==> config.mk <==
export PLATFORM = sky130hd
export DESIGN_NAME = ces_top
export DESIGN_NICKNAME = d
export VERILOG_FILES = /design/src/ces_pkg.sv /design/src/ces_cfg_if.sv /design/src/ces_tick.sv /design/src/ces_top.sv
export SDC_FILE = /design/constraint.sdc
export NUM_CORES = 1
export LEC_CHECK = 0
export BUFFER_PORTS_ARGS = -buffer_cell sky130_fd_sc_hd__buf_2
export CAP_MARGIN = 5
export CORE_MARGIN = 1
export CORE_UTILIZATION = 58
export DETAILED_ROUTE_END_ITERATION = 12
export GPL_ROUTABILITY_DRIVEN = 0
export GPL_TIMING_DRIVEN = 0
export PLACE_DENSITY_LB_ADDON = 0.05
export SYNTH_ARGS = -nofsm -noshare
export SYNTH_HDL_FRONTEND = slang
export SYNTH_SLANG_ARGS = --single-unit
==> constraint.sdc <==
create_clock -name aclk -period 3.91 [get_ports aclk]
set_input_delay 0.1955 -clock aclk [delete_from_list [all_inputs] [get_ports aclk]]
set_output_delay 0.1955 -clock aclk [all_outputs]
set_load 0.1 [all_outputs]
==> src/ces_pkg.sv <==
/*
 Package for the communication error supervisor: register map, field
 positions, reset values, fault codes and timing constants.
 Assumes a 10 MHz control clock and a 32-bit AXI4-Lite register bus.
*/
package ces_pkg;

  // ****************************************
  // Clock and timing
  // ****************************************
  localparam int unsigned CLK_HZ        = 10_000_000;
  localparam int unsigned TICK_MS       = 100;
  localparam int unsigned TICK_CYCLES   = CLK_HZ / 1000 * TICK_MS;
  localparam int unsigned HOUR_S        = 3600;
  localparam int unsigned COMMIT_TICKS  = HOUR_S * 1000 / TICK_MS;

  // ****************************************
  // Register byte offsets
  // ****************************************
  localparam logic [7:0] ADDR_CTRL      = 8'h00;
  localparam logic [7:0] ADDR_WAIT      = 8'h04;
  localparam logic [7:0] ADDR_COUNT     = 8'h08;
  localparam logic [7:0] ADDR_MODE      = 8'h0C;
  localparam logic [7:0] ADDR_FALLBACK  = 8'h10;
  localparam logic [7:0] ADDR_STATUS    = 8'h14;
  localparam logic [7:0] ADDR_FAULT     = 8'h18;
  localparam logic [7:0] ADDR_SAVED     = 8'h1C;

  // ****************************************
  // Field widths, limits and reset values
  // ****************************************
  localparam int unsigned WAIT_W        = 14;
  localparam logic [13:0] WAIT_MAX      = 14'h270E;
  localparam logic [13:0] WAIT_RST      = 14'h0000;
  localparam logic [1:0]  MODE_RST      = 2'h0;
  localparam int unsigned FREQ_W        = 16;
  localparam logic [15:0] FREQ_MAX      = 16'h024E;
  localparam logic [15:0] FREQ_KEEP     = 16'h270F;
  localparam logic [15:0] FREQ_RST      = 16'h270F;
  localparam int unsigned CNT_W         = 16;

  // Control register bits
  localparam int unsigned CTRL_NET      = 0;
  localparam int unsigned CTRL_RESET    = 1;

  // Fault codes
  localparam logic [7:0] FAULT_NONE     = 8'h00;
  localparam logic [7:0] FAULT_LINE     = 8'hA1;
  localparam logic [7:0] FAULT_OPTION   = 8'hF1;

  // AXI responses
  localparam logic [1:0] RESP_OKAY      = 2'h0;
  localparam logic [1:0] RESP_SLVERR    = 2'h2;

  typedef enum logic [1:0] {
    STOP_COAST,
    STOP_DECEL,
    STOP_DECEL_RESUME,
    STOP_CONTINUE
  } ces_mode_t;

endpackage

==> src/ces_cfg_if.sv <==
/*
 Interface carrying written settings and requests from the register slave
 to the supervisor core, and core status back.
 Assumes both ends share aclk.
*/
`timescale 1ns/1ps
interface ces_cfg_if;
  import ces_pkg::*;
  logic [WAIT_W-1:0] wait_time;
  logic [1:0]        stop_mode;
  logic [FREQ_W-1:0] fallback;
  logic              net_mode;
  logic              reset_req;
  logic              count_clear;
  logic [CNT_W-1:0]  count;
  logic [CNT_W-1:0]  count_saved;
  logic [7:0]        status;
  logic [7:0]        fault_code;
  logic [7:0]        history;
  logic              reset_refused;

  modport regs (output wait_time, stop_mode, fallback, net_mode, reset_req, count_clear,
                input count, count_saved, status, fault_code, history, reset_refused);
  modport core (input wait_time, stop_mode, fallback, net_mode, reset_req, count_clear,
                output count, count_saved, status, fault_code, history, reset_refused);
endinterface

==> src/ces_tick.sv <==
/*
 Divider producing a one-cycle enable every 0.1 s.
 Assumes aclk at the package clock rate.
*/
`timescale 1ns/1ps
module ces_tick
  import ces_pkg::*;
#(
  parameter int unsigned CYCLES = TICK_CYCLES
) (
  input  wire logic aclk,    // Control clock
  input  wire logic aresetn, // Sync reset, low
  output logic      tick     // One-cycle pulse
);
  logic [23:0] cnt_q;
  wire         wrap = (cnt_q == 24'(CYCLES - 1));

  always_ff @(posedge aclk) begin
    if (!aresetn) begin
      cnt_q <= 24'h00_0000;
      tick  <= 1'b0;
    end else begin
      cnt_q <= wrap ? 24'h00_0000 : cnt_q + 24'h00_0001;
      tick  <= wrap;
    end
  end
endmodule

==> src/ces_top.sv <==
/*
 Communication error supervisor: qualifies line errors against a waiting
 time, counts occurrences, selects the stop reaction and drives fault
 output, indication and history. Registers over AXI4-Lite.
 Assumes line_error and option_error are pins, net_mode from software,
 and a drive that reports motor standstill on drive_stopped.
*/
`timescale 1ns/1ps
module ces_top
  import ces_pkg::*;
#(
  parameter int unsigned TICK_CYC   = TICK_CYCLES,
  parameter int unsigned COMMIT_TK  = COMMIT_TICKS
) (
  input  wire logic        aclk,            // Control clock
  input  wire logic        aresetn,         // Sync reset, low
  input  wire logic [7:0]  s_axi_awaddr,    // Write address
  input  wire logic        s_axi_awvalid,   // Write address valid
  output logic             s_axi_awready,   // Write address ready
  input  wire logic [31:0] s_axi_wdata,     // Write data
  input  wire logic [3:0]  s_axi_wstrb,     // Byte enables
  input  wire logic        s_axi_wvalid,    // Write data valid
  output logic             s_axi_wready,    // Write data ready
  output logic [1:0]       s_axi_bresp,     // Write response
  output logic             s_axi_bvalid,    // Write response valid
  input  wire logic        s_axi_bready,    // Write response ready
  input  wire logic [7:0]  s_axi_araddr,    // Read address
  input  wire logic        s_axi_arvalid,   // Read address valid
  output logic             s_axi_arready,   // Read address ready
  output logic [31:0]      s_axi_rdata,     // Read data
  output logic [1:0]       s_axi_rresp,     // Read response
  output logic             s_axi_rvalid,    // Read data valid
  input  wire logic        s_axi_rready,    // Read data ready
  input  wire logic        line_error,      // Line fault pin
  input  wire logic        option_error,    // Option unit fault pin
  input  wire logic        drive_stopped,   // Motor at standstill
  input  wire logic        run_cmd,         // Network run command
  input  wire logic [15:0] freq_cmd,        // Network frequency command
  output logic             run_out,         // Run to the drive
  output logic             coast_out,       // Free-run stop
  output logic             decel_out,       // Ramp stop, ordinary times
  output logic [15:0]      freq_out,        // Frequency to the drive
  output logic             fault_alarm_signal, // Alarm output
  output logic             line_error_fault,   // Line fault shown
  output logic             history_write       // Pulse: history stored
);

  ces_cfg_if cfg ();
  logic tick;

  ces_tick #(.CYCLES(TICK_CYC)) u_tick (
    .aclk    (aclk),
    .aresetn (aresetn),
    .tick    (tick)
  );

  // ****************************************
  // Input synchronisers
  // ****************************************
  logic [2:0] line_s_q;
  logic [2:0] opt_s_q;
  logic       line_q;
  logic       opt_q;

  always_ff @(posedge aclk) begin
    if (!aresetn) begin
      line_s_q <= 3'h0;
      opt_s_q  <= 3'h0;
      line_q   <= 1'b0;
      opt_q    <= 1'b0;
    end else begin
      line_s_q <= {line_s_q[1:0], line_error};
      opt_s_q  <= {opt_s_q[1:0], option_error};
      if (line_s_q[1] == line_s_q[2]) line_q <= line_s_q[2];
      if (opt_s_q[1] == opt_s_q[2])   opt_q  <= opt_s_q[2];
    end
  end

  logic line_d1_q;
  wire  line_rise = line_q && !line_d1_q;

  // ****************************************
  // Register bus
  // ****************************************
  logic [7:0]  awaddr_q;
  logic        aw_have_q;
  logic [31:0] wdata_q;
  logic [3:0]  wstrb_q;
  logic        w_have_q;
  logic [WAIT_W-1:0] wait_q;
  logic [1:0]        mode_q;
  logic [FREQ_W-1:0] fb_q;
  logic              net_q;

  wire do_wr    = aw_have_q && w_have_q && !s_axi_bvalid;
  wire wr_ctrl  = do_wr && awaddr_q == ADDR_CTRL;
  wire wr_wait  = do_wr && awaddr_q == ADDR_WAIT;
  wire wr_count = do_wr && awaddr_q == ADDR_COUNT;
  wire wr_mode  = do_wr && awaddr_q == ADDR_MODE;
  wire wr_fb    = do_wr && awaddr_q == ADDR_FALLBACK;
  wire wr_hit   = wr_ctrl | wr_wait | wr_count | wr_mode | wr_fb;
  wire wr_full  = &wstrb_q;
  wire wait_ok  = wdata_q[WAIT_W-1:0] <= WAIT_MAX;
  wire fb_ok    = wdata_q[FREQ_W-1:0] <= FREQ_MAX || wdata_q[FREQ_W-1:0] == FREQ_KEEP;
  wire mode_ok  = wdata_q[31:2] == 30'h0000_0000;
  wire clr_hit  = wr_count && wr_full && wdata_q == 32'h0000_0000;

  always_ff @(posedge aclk) begin
    if (!aresetn) begin
      s_axi_awready <= 1'b1;
      s_axi_wready  <= 1'b1;
      aw_have_q     <= 1'b0;
      w_have_q      <= 1'b0;
      awaddr_q      <= 8'h00;
      wdata_q       <= 32'h0000_0000;
      wstrb_q       <= 4'h0;
      s_axi_bvalid  <= 1'b0;
      s_axi_bresp   <= RESP_OKAY;
    end else begin
      if (s_axi_awvalid && s_axi_awready) begin
        awaddr_q      <= s_axi_awaddr;
        aw_have_q     <= 1'b1;
        s_axi_awready <= 1'b0;
      end
      if (s_axi_wvalid && s_axi_wready) begin
        wdata_q      <= s_axi_wdata;
        wstrb_q      <= s_axi_wstrb;
        w_have_q     <= 1'b1;
        s_axi_wready <= 1'b0;
      end
      if (do_wr) begin
        aw_have_q    <= 1'b0;
        w_have_q     <= 1'b0;
        s_axi_bvalid <= 1'b1;
        s_axi_bresp  <= wr_hit ? RESP_OKAY : RESP_SLVERR;
      end
      if (s_axi_bvalid && s_axi_bready) begin
        s_axi_bvalid  <= 1'b0;
        s_axi_awready <= 1'b1;
        s_axi_wready  <= 1'b1;
      end
    end
  end

  // Settings; out-of-range field values are ignored and the old setting kept; wait and fallback do not check bits above their fields
  always_ff @(posedge aclk) begin
    if (!aresetn) begin
      wait_q <= WAIT_RST;
      mode_q <= MODE_RST;
      fb_q   <= FREQ_RST;
      net_q  <= 1'b0;
    end else begin
      if (wr_wait && wr_full && wait_ok) wait_q <= wdata_q[WAIT_W-1:0];
      if (wr_mode && wr_full && mode_ok) mode_q <= wdata_q[1:0];
      if (wr_fb && wr_full && fb_ok) fb_q <= wdata_q[FREQ_W-1:0];
      if (wr_ctrl && wr_full) net_q <= wdata_q[CTRL_NET];
    end
  end

  assign cfg.wait_time   = wait_q;
  assign cfg.stop_mode   = mode_q;
  assign cfg.fallback    = fb_q;
  assign cfg.net_mode    = net_q;
  assign cfg.reset_req   = wr_ctrl && wr_full && wdata_q[CTRL_RESET];
  assign cfg.count_clear = clr_hit;

  wire [31:0] rd_mux =
    (s_axi_araddr == ADDR_CTRL)     ? {31'h0, net_q} :
    (s_axi_araddr == ADDR_WAIT)     ? {18'h0, wait_q} :
    (s_axi_araddr == ADDR_COUNT)    ? {16'h0, cfg.count} :
    (s_axi_araddr == ADDR_MODE)     ? {30'h0, mode_q} :
    (s_axi_araddr == ADDR_FALLBACK) ? {16'h0, fb_q} :
    (s_axi_araddr == ADDR_STATUS)   ? {24'h0, cfg.status} :
    (s_axi_araddr == ADDR_FAULT)    ? {16'h0, cfg.history, cfg.fault_code} :
    (s_axi_araddr == ADDR_SAVED)    ? {16'h0, cfg.count_saved} : 32'h0000_0000;
  wire rd_hit = s_axi_araddr <= ADDR_SAVED && s_axi_araddr[1:0] == 2'h0;

  always_ff @(posedge aclk) begin
    if (!aresetn) begin
      s_axi_arready <= 1'b1;
      s_axi_rvalid  <= 1'b0;
      s_axi_rdata   <= 32'h0000_0000;
      s_axi_rresp   <= RESP_OKAY;
    end else if (s_axi_arvalid && s_axi_arready) begin
      s_axi_arready <= 1'b0;
      s_axi_rvalid  <= 1'b1;
      s_axi_rdata   <= rd_mux;
      s_axi_rresp   <= rd_hit ? RESP_OKAY : RESP_SLVERR;
    end else if (s_axi_rvalid && s_axi_rready) begin
      s_axi_rvalid  <= 1'b0;
      s_axi_arready <= 1'b1;
    end
  end

  // ****************************************
  // Waiting timer and error counter
  // ****************************************
  logic [WAIT_W-1:0] wcnt_q;
  logic              qual_q;
  logic [CNT_W-1:0]  cnt_q;
  // Power-up contents of the nonvolatile image; aresetn leaves them alone
  logic [CNT_W-1:0]  saved_q = CNT_W'(0);
  logic [15:0]       hour_q  = 16'h0000;
  logic              boot_q;

  always_ff @(posedge aclk) begin
    if (!aresetn) begin
      line_d1_q <= 1'b0;
      wcnt_q    <= WAIT_RST;
      qual_q    <= 1'b0;
    end else begin
      line_d1_q <= line_q;
      if (!line_q) begin
        wcnt_q <= WAIT_RST;
        qual_q <= 1'b0;
      end else if (line_rise) begin
        wcnt_q <= WAIT_RST;
        qual_q <= (wait_q == WAIT_RST);
      end else if (tick && !qual_q) begin
        wcnt_q <= wcnt_q + 14'h0001;
        if (wcnt_q + 14'h0001 > wait_q) qual_q <= 1'b1;
      end
    end
  end

  // Saved image survives aresetn: it models the hourly nonvolatile copy
  always_ff @(posedge aclk) begin
    hour_q <= (tick && hour_q == 16'(COMMIT_TK - 1)) ? 16'h0000 :
              tick ? hour_q + 16'h0001 : hour_q;
    if (tick && hour_q == 16'(COMMIT_TK - 1)) saved_q <= cnt_q;
    if (!aresetn) begin
      cnt_q  <= CNT_W'(0);
      boot_q <= 1'b1;
    end else if (boot_q) begin
      cnt_q  <= saved_q;
      boot_q <= 1'b0;
    end else if (line_rise) begin
      cnt_q  <= cnt_q + 16'h0001;
    end else if (clr_hit) begin
      cnt_q  <= CNT_W'(0);
    end
  end

  assign cfg.count       = cnt_q;
  assign cfg.count_saved = saved_q;

  // ****************************************
  // Stop reaction
  // ****************************************
  ces_mode_t mode;
  assign mode = ces_mode_t'(mode_q);

  logic        latched_q;  // Stopped with fault, until reset
  logic        fault_pend_q;
  logic        opt_fault_q;
  logic        pause_q;    // Mode 2 stop, restart later
  logic [15:0] prev_freq_q;
  logic        prev_run_q;
  logic [7:0]  code_q;
  logic [7:0]  hist_q;
  logic        refused_q;

  wire net_line  = qual_q && net_q;
  wire opt_evt   = opt_q && !opt_fault_q && !latched_q && !fault_pend_q;
  wire line_evt  = net_line && !latched_q && !fault_pend_q && !pause_q;
  wire coast_now = mode == STOP_COAST || (opt_evt && mode == STOP_CONTINUE);
  wire keep_on   = mode == STOP_CONTINUE;
  wire rst_ok    = cfg.reset_req && !line_q;

  always_ff @(posedge aclk) begin
    if (!aresetn) begin
      latched_q    <= 1'b0;
      fault_pend_q <= 1'b0;
      opt_fault_q  <= 1'b0;
      pause_q      <= 1'b0;
      coast_out    <= 1'b0;
      decel_out    <= 1'b0;
      fault_alarm_signal <= 1'b0;
      line_error_fault   <= 1'b0;
      history_write      <= 1'b0;
      code_q       <= FAULT_NONE;
      hist_q       <= FAULT_NONE;
      refused_q    <= 1'b0;
    end else begin
      history_write <= 1'b0;
      refused_q     <= cfg.reset_req ? line_q : refused_q;
      if (rst_ok) begin
        latched_q    <= 1'b0;
        fault_pend_q <= 1'b0;
        opt_fault_q  <= 1'b0;
        coast_out    <= 1'b0;
        decel_out    <= 1'b0;
        fault_alarm_signal <= 1'b0;
        line_error_fault   <= 1'b0;
        code_q       <= FAULT_NONE;
      end else if (opt_evt) begin
        opt_fault_q <= 1'b1;
        pause_q     <= 1'b0;
        code_q      <= FAULT_OPTION;
        if (coast_now) begin
          coast_out <= 1'b1;
          latched_q <= 1'b1;
          fault_alarm_signal <= 1'b1;
          history_write <= 1'b1;
          hist_q    <= FAULT_OPTION;
        end else begin
          decel_out    <= 1'b1;
          fault_pend_q <= 1'b1;
        end
      end else if (line_evt) begin
        code_q <= FAULT_LINE;
        line_error_fault <= !keep_on && mode != STOP_DECEL_RESUME;
        unique case (mode)
          STOP_COAST: begin
            coast_out <= 1'b1;
            latched_q <= 1'b1;
            fault_alarm_signal <= 1'b1;
            history_write <= 1'b1;
            hist_q    <= FAULT_LINE;
          end
          STOP_DECEL: begin
            decel_out    <= 1'b1;
            fault_pend_q <= 1'b1;
            line_error_fault <= 1'b0;
          end
          STOP_DECEL_RESUME: begin
            decel_out <= 1'b1;
            pause_q   <= 1'b1;
          end
          STOP_CONTINUE: begin
          end
        endcase
      end else if (fault_pend_q && drive_stopped) begin
        fault_pend_q <= 1'b0;
        latched_q    <= 1'b1;
        fault_alarm_signal <= 1'b1;
        line_error_fault   <= !opt_fault_q;
        history_write <= 1'b1;
        hist_q       <= code_q;
      end else if (pause_q && !line_q) begin
        pause_q   <= 1'b0;
        decel_out <= 1'b0;
        code_q    <= FAULT_NONE;
      end else if (!latched_q && !fault_pend_q && !pause_q && !opt_fault_q && !net_line) begin
        code_q <= FAULT_NONE;
      end
    end
  end

  assign cfg.status = {3'h0, refused_q, pause_q, fault_pend_q, latched_q,
                       fault_alarm_signal};
  assign cfg.fault_code    = code_q;
  assign cfg.history       = hist_q;
  assign cfg.reset_refused = refused_q;

  // ****************************************
  // Run and frequency to the drive
  // ****************************************
  // Event terms drop run in the same cycle as the stop outputs rise
  wire stopping = latched_q || fault_pend_q || pause_q || opt_fault_q ||
                  opt_evt || (line_evt && !keep_on);

  always_ff @(posedge aclk) begin
    if (!aresetn) begin
      prev_freq_q <= 16'h0000;
      prev_run_q  <= 1'b0;
      run_out     <= 1'b0;
      freq_out    <= 16'h0000;
    end else begin
      if (!line_q && !stopping) begin
        prev_freq_q <= freq_cmd;
        prev_run_q  <= run_cmd;
      end
      run_out <= stopping ? 1'b0 : (line_q ? prev_run_q : run_cmd);
      if (net_line && keep_on)
        freq_out <= (fb_q == FREQ_KEEP) ? prev_freq_q : fb_q;
      else
        freq_out <= line_q ? prev_freq_q : freq_cmd;
    end
  end

endmodule

---- Word level (Yosys, flattened, before mapping) ----
Index checks and enable logic that the tools add are counted.
W data, S select, Z words.
storage, ports and cells
  bits in registers ....................... 277
  word-level logic and storage cells ...... 255
  output and inout port bits .............. 63
operators by class
  magnitude comparators ................... 4
  equality and inequality tests ........... 28
  mux-type cells .......................... 63
  $add $sub $neg .......................... 4
  bitwise operators ....................... 9
  reductions and logical operators ........ 101
operator list
  kind                     count
  $mux W16                 14
  $mux W8                  10
  $logic_and A1 B1 Y1      45
  $eq A8 B5 Y1 const B     5
  $mux W1                  37
  $add A16 B1 Y16 const B  2
  $eq A16 B14 Y1 const B   2
  $eq A8 B4 Y1 const B     4
  $logic_not A32 Y1        1
  $logic_not A30 Y1        1
  $add A24 B1 Y24 const B  1
  $eq A24 B20 Y1 const B   1
  $eq A16 B16 Y1 const B   1
  $eq A8 B3 Y1 const B     2
  $le A16 B10 Y1 const B   1
  $logic_not A8 Y1         2
  $reduce_and A4 Y1        4
  $add A14 B1 Y14 const B  1
  $gt A14 B14 Y1           1
  $le A14 B14 Y1 const B   1
  $logic_not A14 Y1        1
  $reduce_bool A2 Y1       7
  $reduce_or A2 Y1         6
  $logic_not A1 Y1         11
  19 further kinds         48

---- Logic depth before layout (Yosys ltp) ----
  depth in word-level cells ............... 10
  gate-level depth with buffers ........... 11
  depth with buffers taken out ............ 11

---- By module ----
Synthesis repeated with hierarchy kept, for this count alone.
second synthesis, totals
  cell total of the unflattened synthesis .. 1332
  area total of the unflattened synthesis .. 11606.1 sq um
modules (own cells, without submodules)
  module    cells each  seq. area each (sq um)  area an instance (sq um)  times used
  ces_top   1201        4604.4                  10461.3                   1
  ces_tick  131         500.5                   1144.8                    1

---- Least setup slack after synthesis ----
OpenSTA, ideal clock, no wires.
  path kind ............................... reg-to-reg
  start point ............................. register wcnt_q[0]
  end point ............................... register qual_q
  setup time .............................. 117 ps
  cell stages (with the launch flop) ...... 12
  clock period less this slack ............ 2727 ps
  data arrival time ....................... 2610 ps
  path slack .............................. 1183 ps
  path through ............................ dfxtp_1 > nand3_1 > nor4_1 > and3_1 > and3_1 > xor2_1 > ha_1 > a21oi_1 > nand2_1 > a311oi_1 > o22ai_1 > a32o_1
between the ends
  longest elaborated chain between the ends .. 4
ends and longest elaborated chain
  item                          RTL line        text
  from (decl)                   ces_top.sv:198  logic [WAIT_W-1:0] wcnt_q;
  from (signal assigned)        ces_top.sv:220  wcnt_q <= wcnt_q + 14'h0001;
  $add A14 B1 Y14               ces_top.sv:221  if (wcnt_q + 14'h0001 > wait_q) qual_q <= 1'b1;
  $gt A14 B14 Y1                ces_top.sv:221
  $reduce_bool A2 Y1 (no line)  n/a
  $reduce_and A2 Y1 (no line)   n/a
  to (signal assigned)          ces_top.sv:218  qual_q <= (wait_q == WAIT_RST);
  to (decl)                     ces_top.sv:199  logic qual_q;
Every way passes these cells.
A chain may end at the register's enable or synchronous reset.

---- Worst setup path in the final report ----
Ends and elaborated chain as after synthesis.

==> flow_metrics.py <==
metrics = {
    "run_status": {
        "status": "finished, final reports clean",
    },
    "floorplanning": {
        "fp.dieH_microns": 143,
        "core_sq_mm": 0.0195,
        "die_w_microns": 143,
        "die_area_sq_mm": 0.0206,
        "placement_rows": 51,
        "start_util_pct": 59.4,
        "io_pins": 142,
    },
    "logic_synthesis": {
        "async_flop_share_pct": 0,
        "synth-main-ff-cell": "dfxtp_1",
        "syn_area_sq_mm": 0.0116,
        "synth_cell_types": 79,
        "yosys_warnings": 0,
        "avgSynthCellArea_sq_um": 8.65,
        "ys_seq_elements": 247,
        "yosysSeqAreaShare_pct": 44.0,
        "synth_cells": 1342,
        "synth_edf_count": 16,
    },
    "finish": {
        "nFillCells": 1597,
        "final_design_area_no_fill_sq_mm": 0.0143,
        "final_common_cell": "dfxtp_1",
        "layout_common_cells": "dfxtp_1 (231), nand2_1 (201), buf_2 (129), nor2_1 (124), a21oi_1 (107)",
        "syn_to_final_growth_pct": 22.9,
        "final_nets": 1679,
        "drive_gt1_share_pct": 13.8,
    },
    "sta": {
        "hold_viol": 0,
        "finalSetupViolCount": 0,
        "rsz0062_at_grt": "no",
        "fmax_mhz": 306,
        "worst_slew_pin_slew_ns": 0.969,
        "fin_crit_ns": 3.26,
        "period_share_pct": 83.5,
        "whs_ns": 0.0601,
        "drv_slew": 0,
        "maxSlewHeadroom_pct": 34.8,
        "fin_setup_tns_ns": 0,
        "clock_skew_ns": 0.0108,
    },
    "power": {
        "power_mw": 6.04,
        "switching_share_pct": 25.5,
        "ir_drop_v": 0.000302,
        "seqPwrFrac_pct": 44.3,
        "clock_power_share_pct": 45.3,
        "cellLeakagePower_nw": 5.75,
        "p_int_mw": 4.50,
        "power_density_mw_per_mm2": 424,
        "power.switching_mw": 1.54,
        "share_comb_of_total_power_pct": 10.4,
    },
    "clock_tree": {
        "htreeDepth": 1,
        "cts_tree": "yes",
        "insertion_delay_ns": 0.53,
        "clockBufferDepth": 3,
        "cts_setup_buffers": 0,
        "cts_root_buffer": "clkbuf_16",
        "cts-buffers-inserted": 26,
        "clk_pin_slew_worst_paths_ns": 0.06,
        "clock_sinks": 247,
    },
    "route": {
        "wl_microns": 32900,
        "drt_iter0_drc": 842,
        "dr.pass1.iters": 7,
        "drt-vias-per-instance": 5.81,
        "num_vias": 10800,
        "drc_errors": 0,
        "ant_nets": 0,
        "drt-wirelength-per-cell_microns": 17.6,
    },
    "setup_path": {
        "cp-start-kind": "flip-flop",
        "cp.required_ns": 4.34,
        "critPathMostFrequentCell": "and3_1",
        "cp_max_fo": 5,
        "arrival_ns": 3.69,
        "cpPeakStageDelay_ns": 0.79,
        "slowest_stage": "nor4_1",
        "criticalPathCategory": "reg2reg",
        "worst_setup_path_end_kind": "flip-flop",
        "cp_cell_sequence": "nand3_1 -> nor4_1 -> and3_1 -> and3_1 -> xor2_1 -> ha_1 -> a21oi_1 -> nand2_1 -> a311oi_1 -> o22ai_1 -> a32o_1",
    },
    "global_route": {
        "antenna_found_initial": 1,
        "grt_usage_pct": 32.3,
        "grt_pass1_wl_microns": 52200,
        "grt_overflow": 0,
        "grt_max_degree": 25,
        "grt_pass1_vias": 10300,
    },
    "job": {
        "max_cap_violations": 0,
    },
    "placed_design": {
        "dpl_cell_area_sq_mm": 0.0126,
        "port_buffers": 123,
        "dp_hpwl_microns": 22400,
    },
    "min_path": {
        "hold_path.class": "in2reg",
    },
}
==> power by group through the flow <==
stage	registers, mW	clock network [mW]	logic, mW
floorplan	2.83	0	0.306
global placement	2.72	0	0.554
detailed placement	2.72	0	0.561
CTS	2.67	2.76	0.614
global route	2.68	2.87	0.671
finish	2.67	2.74	0.629
==> metrics by stage <==
stage,utilization [%],cells,setup WS (ns)
6_report,73.0,1864,0.646
3_3_place_gp,64.6,1747,0.736
5_1_grt,73.0,1864,0.434
4_1_cts,73.0,1862,0.680
2_1_floorplan,-,1359,1.18
3_5_place_dp,64.6,1747,0.695
==> cell usage after synthesis (15+ instances only) <==
library cell | number | area share, %
nand2_1 | 201 | 6.5
inv_1 | 37 | 1.2
o21ai_0 | 29 | 1.3
nor4_1 | 22 | 1.2
clkbuf_1 | 55 | 1.8
a211oi_1 | 39 | 2.5
a21oi_1 | 107 | 4.6
buf_4 | 18 | 1.2
nor3_1 | 20 | 0.86
and3_1 | 20 | 1.1
edfxtp_1 | 16 | 4.1
mux2i_1 | 57 | 4.9
dfxtp_1 | 231 | 40
xnor2_1 | 25 | 1.9
o211ai_1 | 15 | 0.97
xor2_1 | 42 | 3.2
nand3_1 | 42 | 1.8
nor2_1 | 124 | 4.0
nand4_1 | 23 | 1.2
ha_1 | 22 | 2.4
==> critical path: cells and delay by family (launching register included) <==
kind,cells,cell delay [ns]
and+or+nand+nor,5,1.49
DFF,1,0.41
adders and majority gates,1,0.26
xor gates and xnor gates,1,0.15
AOI/OAI and AO/OA,4,0.86
==> cells by family (layout without fill, tap and decap cells) <==
kind of cell	count (synthesis)	in the layout	share of synthesized area (%)
and+or+nand+nor	540	540	22.8
AOI/OAI and AO/OA	279	279	15.6
DFF	247	247	44.0
buffers and inverters	125	364	4.89
xor gates and xnor gates	67	67	5.06
muxes	61	61	5.30
adders and majority gates	22	22	2.37
other	1	19	0.0323
==> cell type report <==
class                      instances  area (sq um)  share of cell area [%]
antenna                            1          2.50                  0.0175
sequential                       247          5100                    35.8
clock inverter                    18           250                    1.75
buffer                            87           425                    2.98
timing repair buffer             191          1300                    9.10
inverter                          38           143                    1.00
clock buffer                      30           707                    4.96
tap                              265           332                    2.33
multi-input combinational        987          6000                    42.1
==> path summary, 6_finish.rpt <==
check | endpoint | cells after the start | slack (ns) | from
setup / recovery | qual_q$_SDFFE_PN0P_ | 11 | 0.65 | wcnt_q[0]$_SDFFE_PP0P_
hold / removal | line_d1_q$_SDFF_PN0_ | 2 | 0.06 | aresetn
setup reg to reg | qual_q$_SDFFE_PN0P_ | 11 | 0.65 | wcnt_q[0]$_SDFFE_PP0P_
hold reg to reg | opt_s_q[1]$_SDFF_PN0_ | 1 | 0.43 | opt_s_q[0]$_SDFF_PN0_
==> layer usage <==
| metal | wire (microns) | track usage [%] | up-vias | part of all wire (%) |
|---|---|---|---|---|
| met4 | 1220 | 14.0 | 0 | 3.7 |
| li1 | - | - | 5228 | - |
| met5 | 0 | 0 | - | 0 |
| met1 | 13800 | 41.9 | 5083 | 42 |
| met2 | 15600 | 53.9 | 432 | 47 |
| met3 | 2280 | 3.97 | 87 | 6.9 |
==> what timing repair did <==
action | in CTS | in global routing
resized for setup | 0 | 0
endpoints found under the hold margin | 68 | 0
hold buffers | 67 | 0
==> state kept, by name, indices dropped and copies added (netlist names), 8 cells and up <==
register,cells
freq_out,16
awaddr_q,8
u_tick.cnt_q,24
prev_freq_q,16
cfg.wait_time,14
hour_q,16
wcnt_q,14
cfg.count,16
s_axi_rdata,16
cfg.fallback,16
wdata_q,32
cfg.count_saved,16
(Power assumes the default switching activity.)
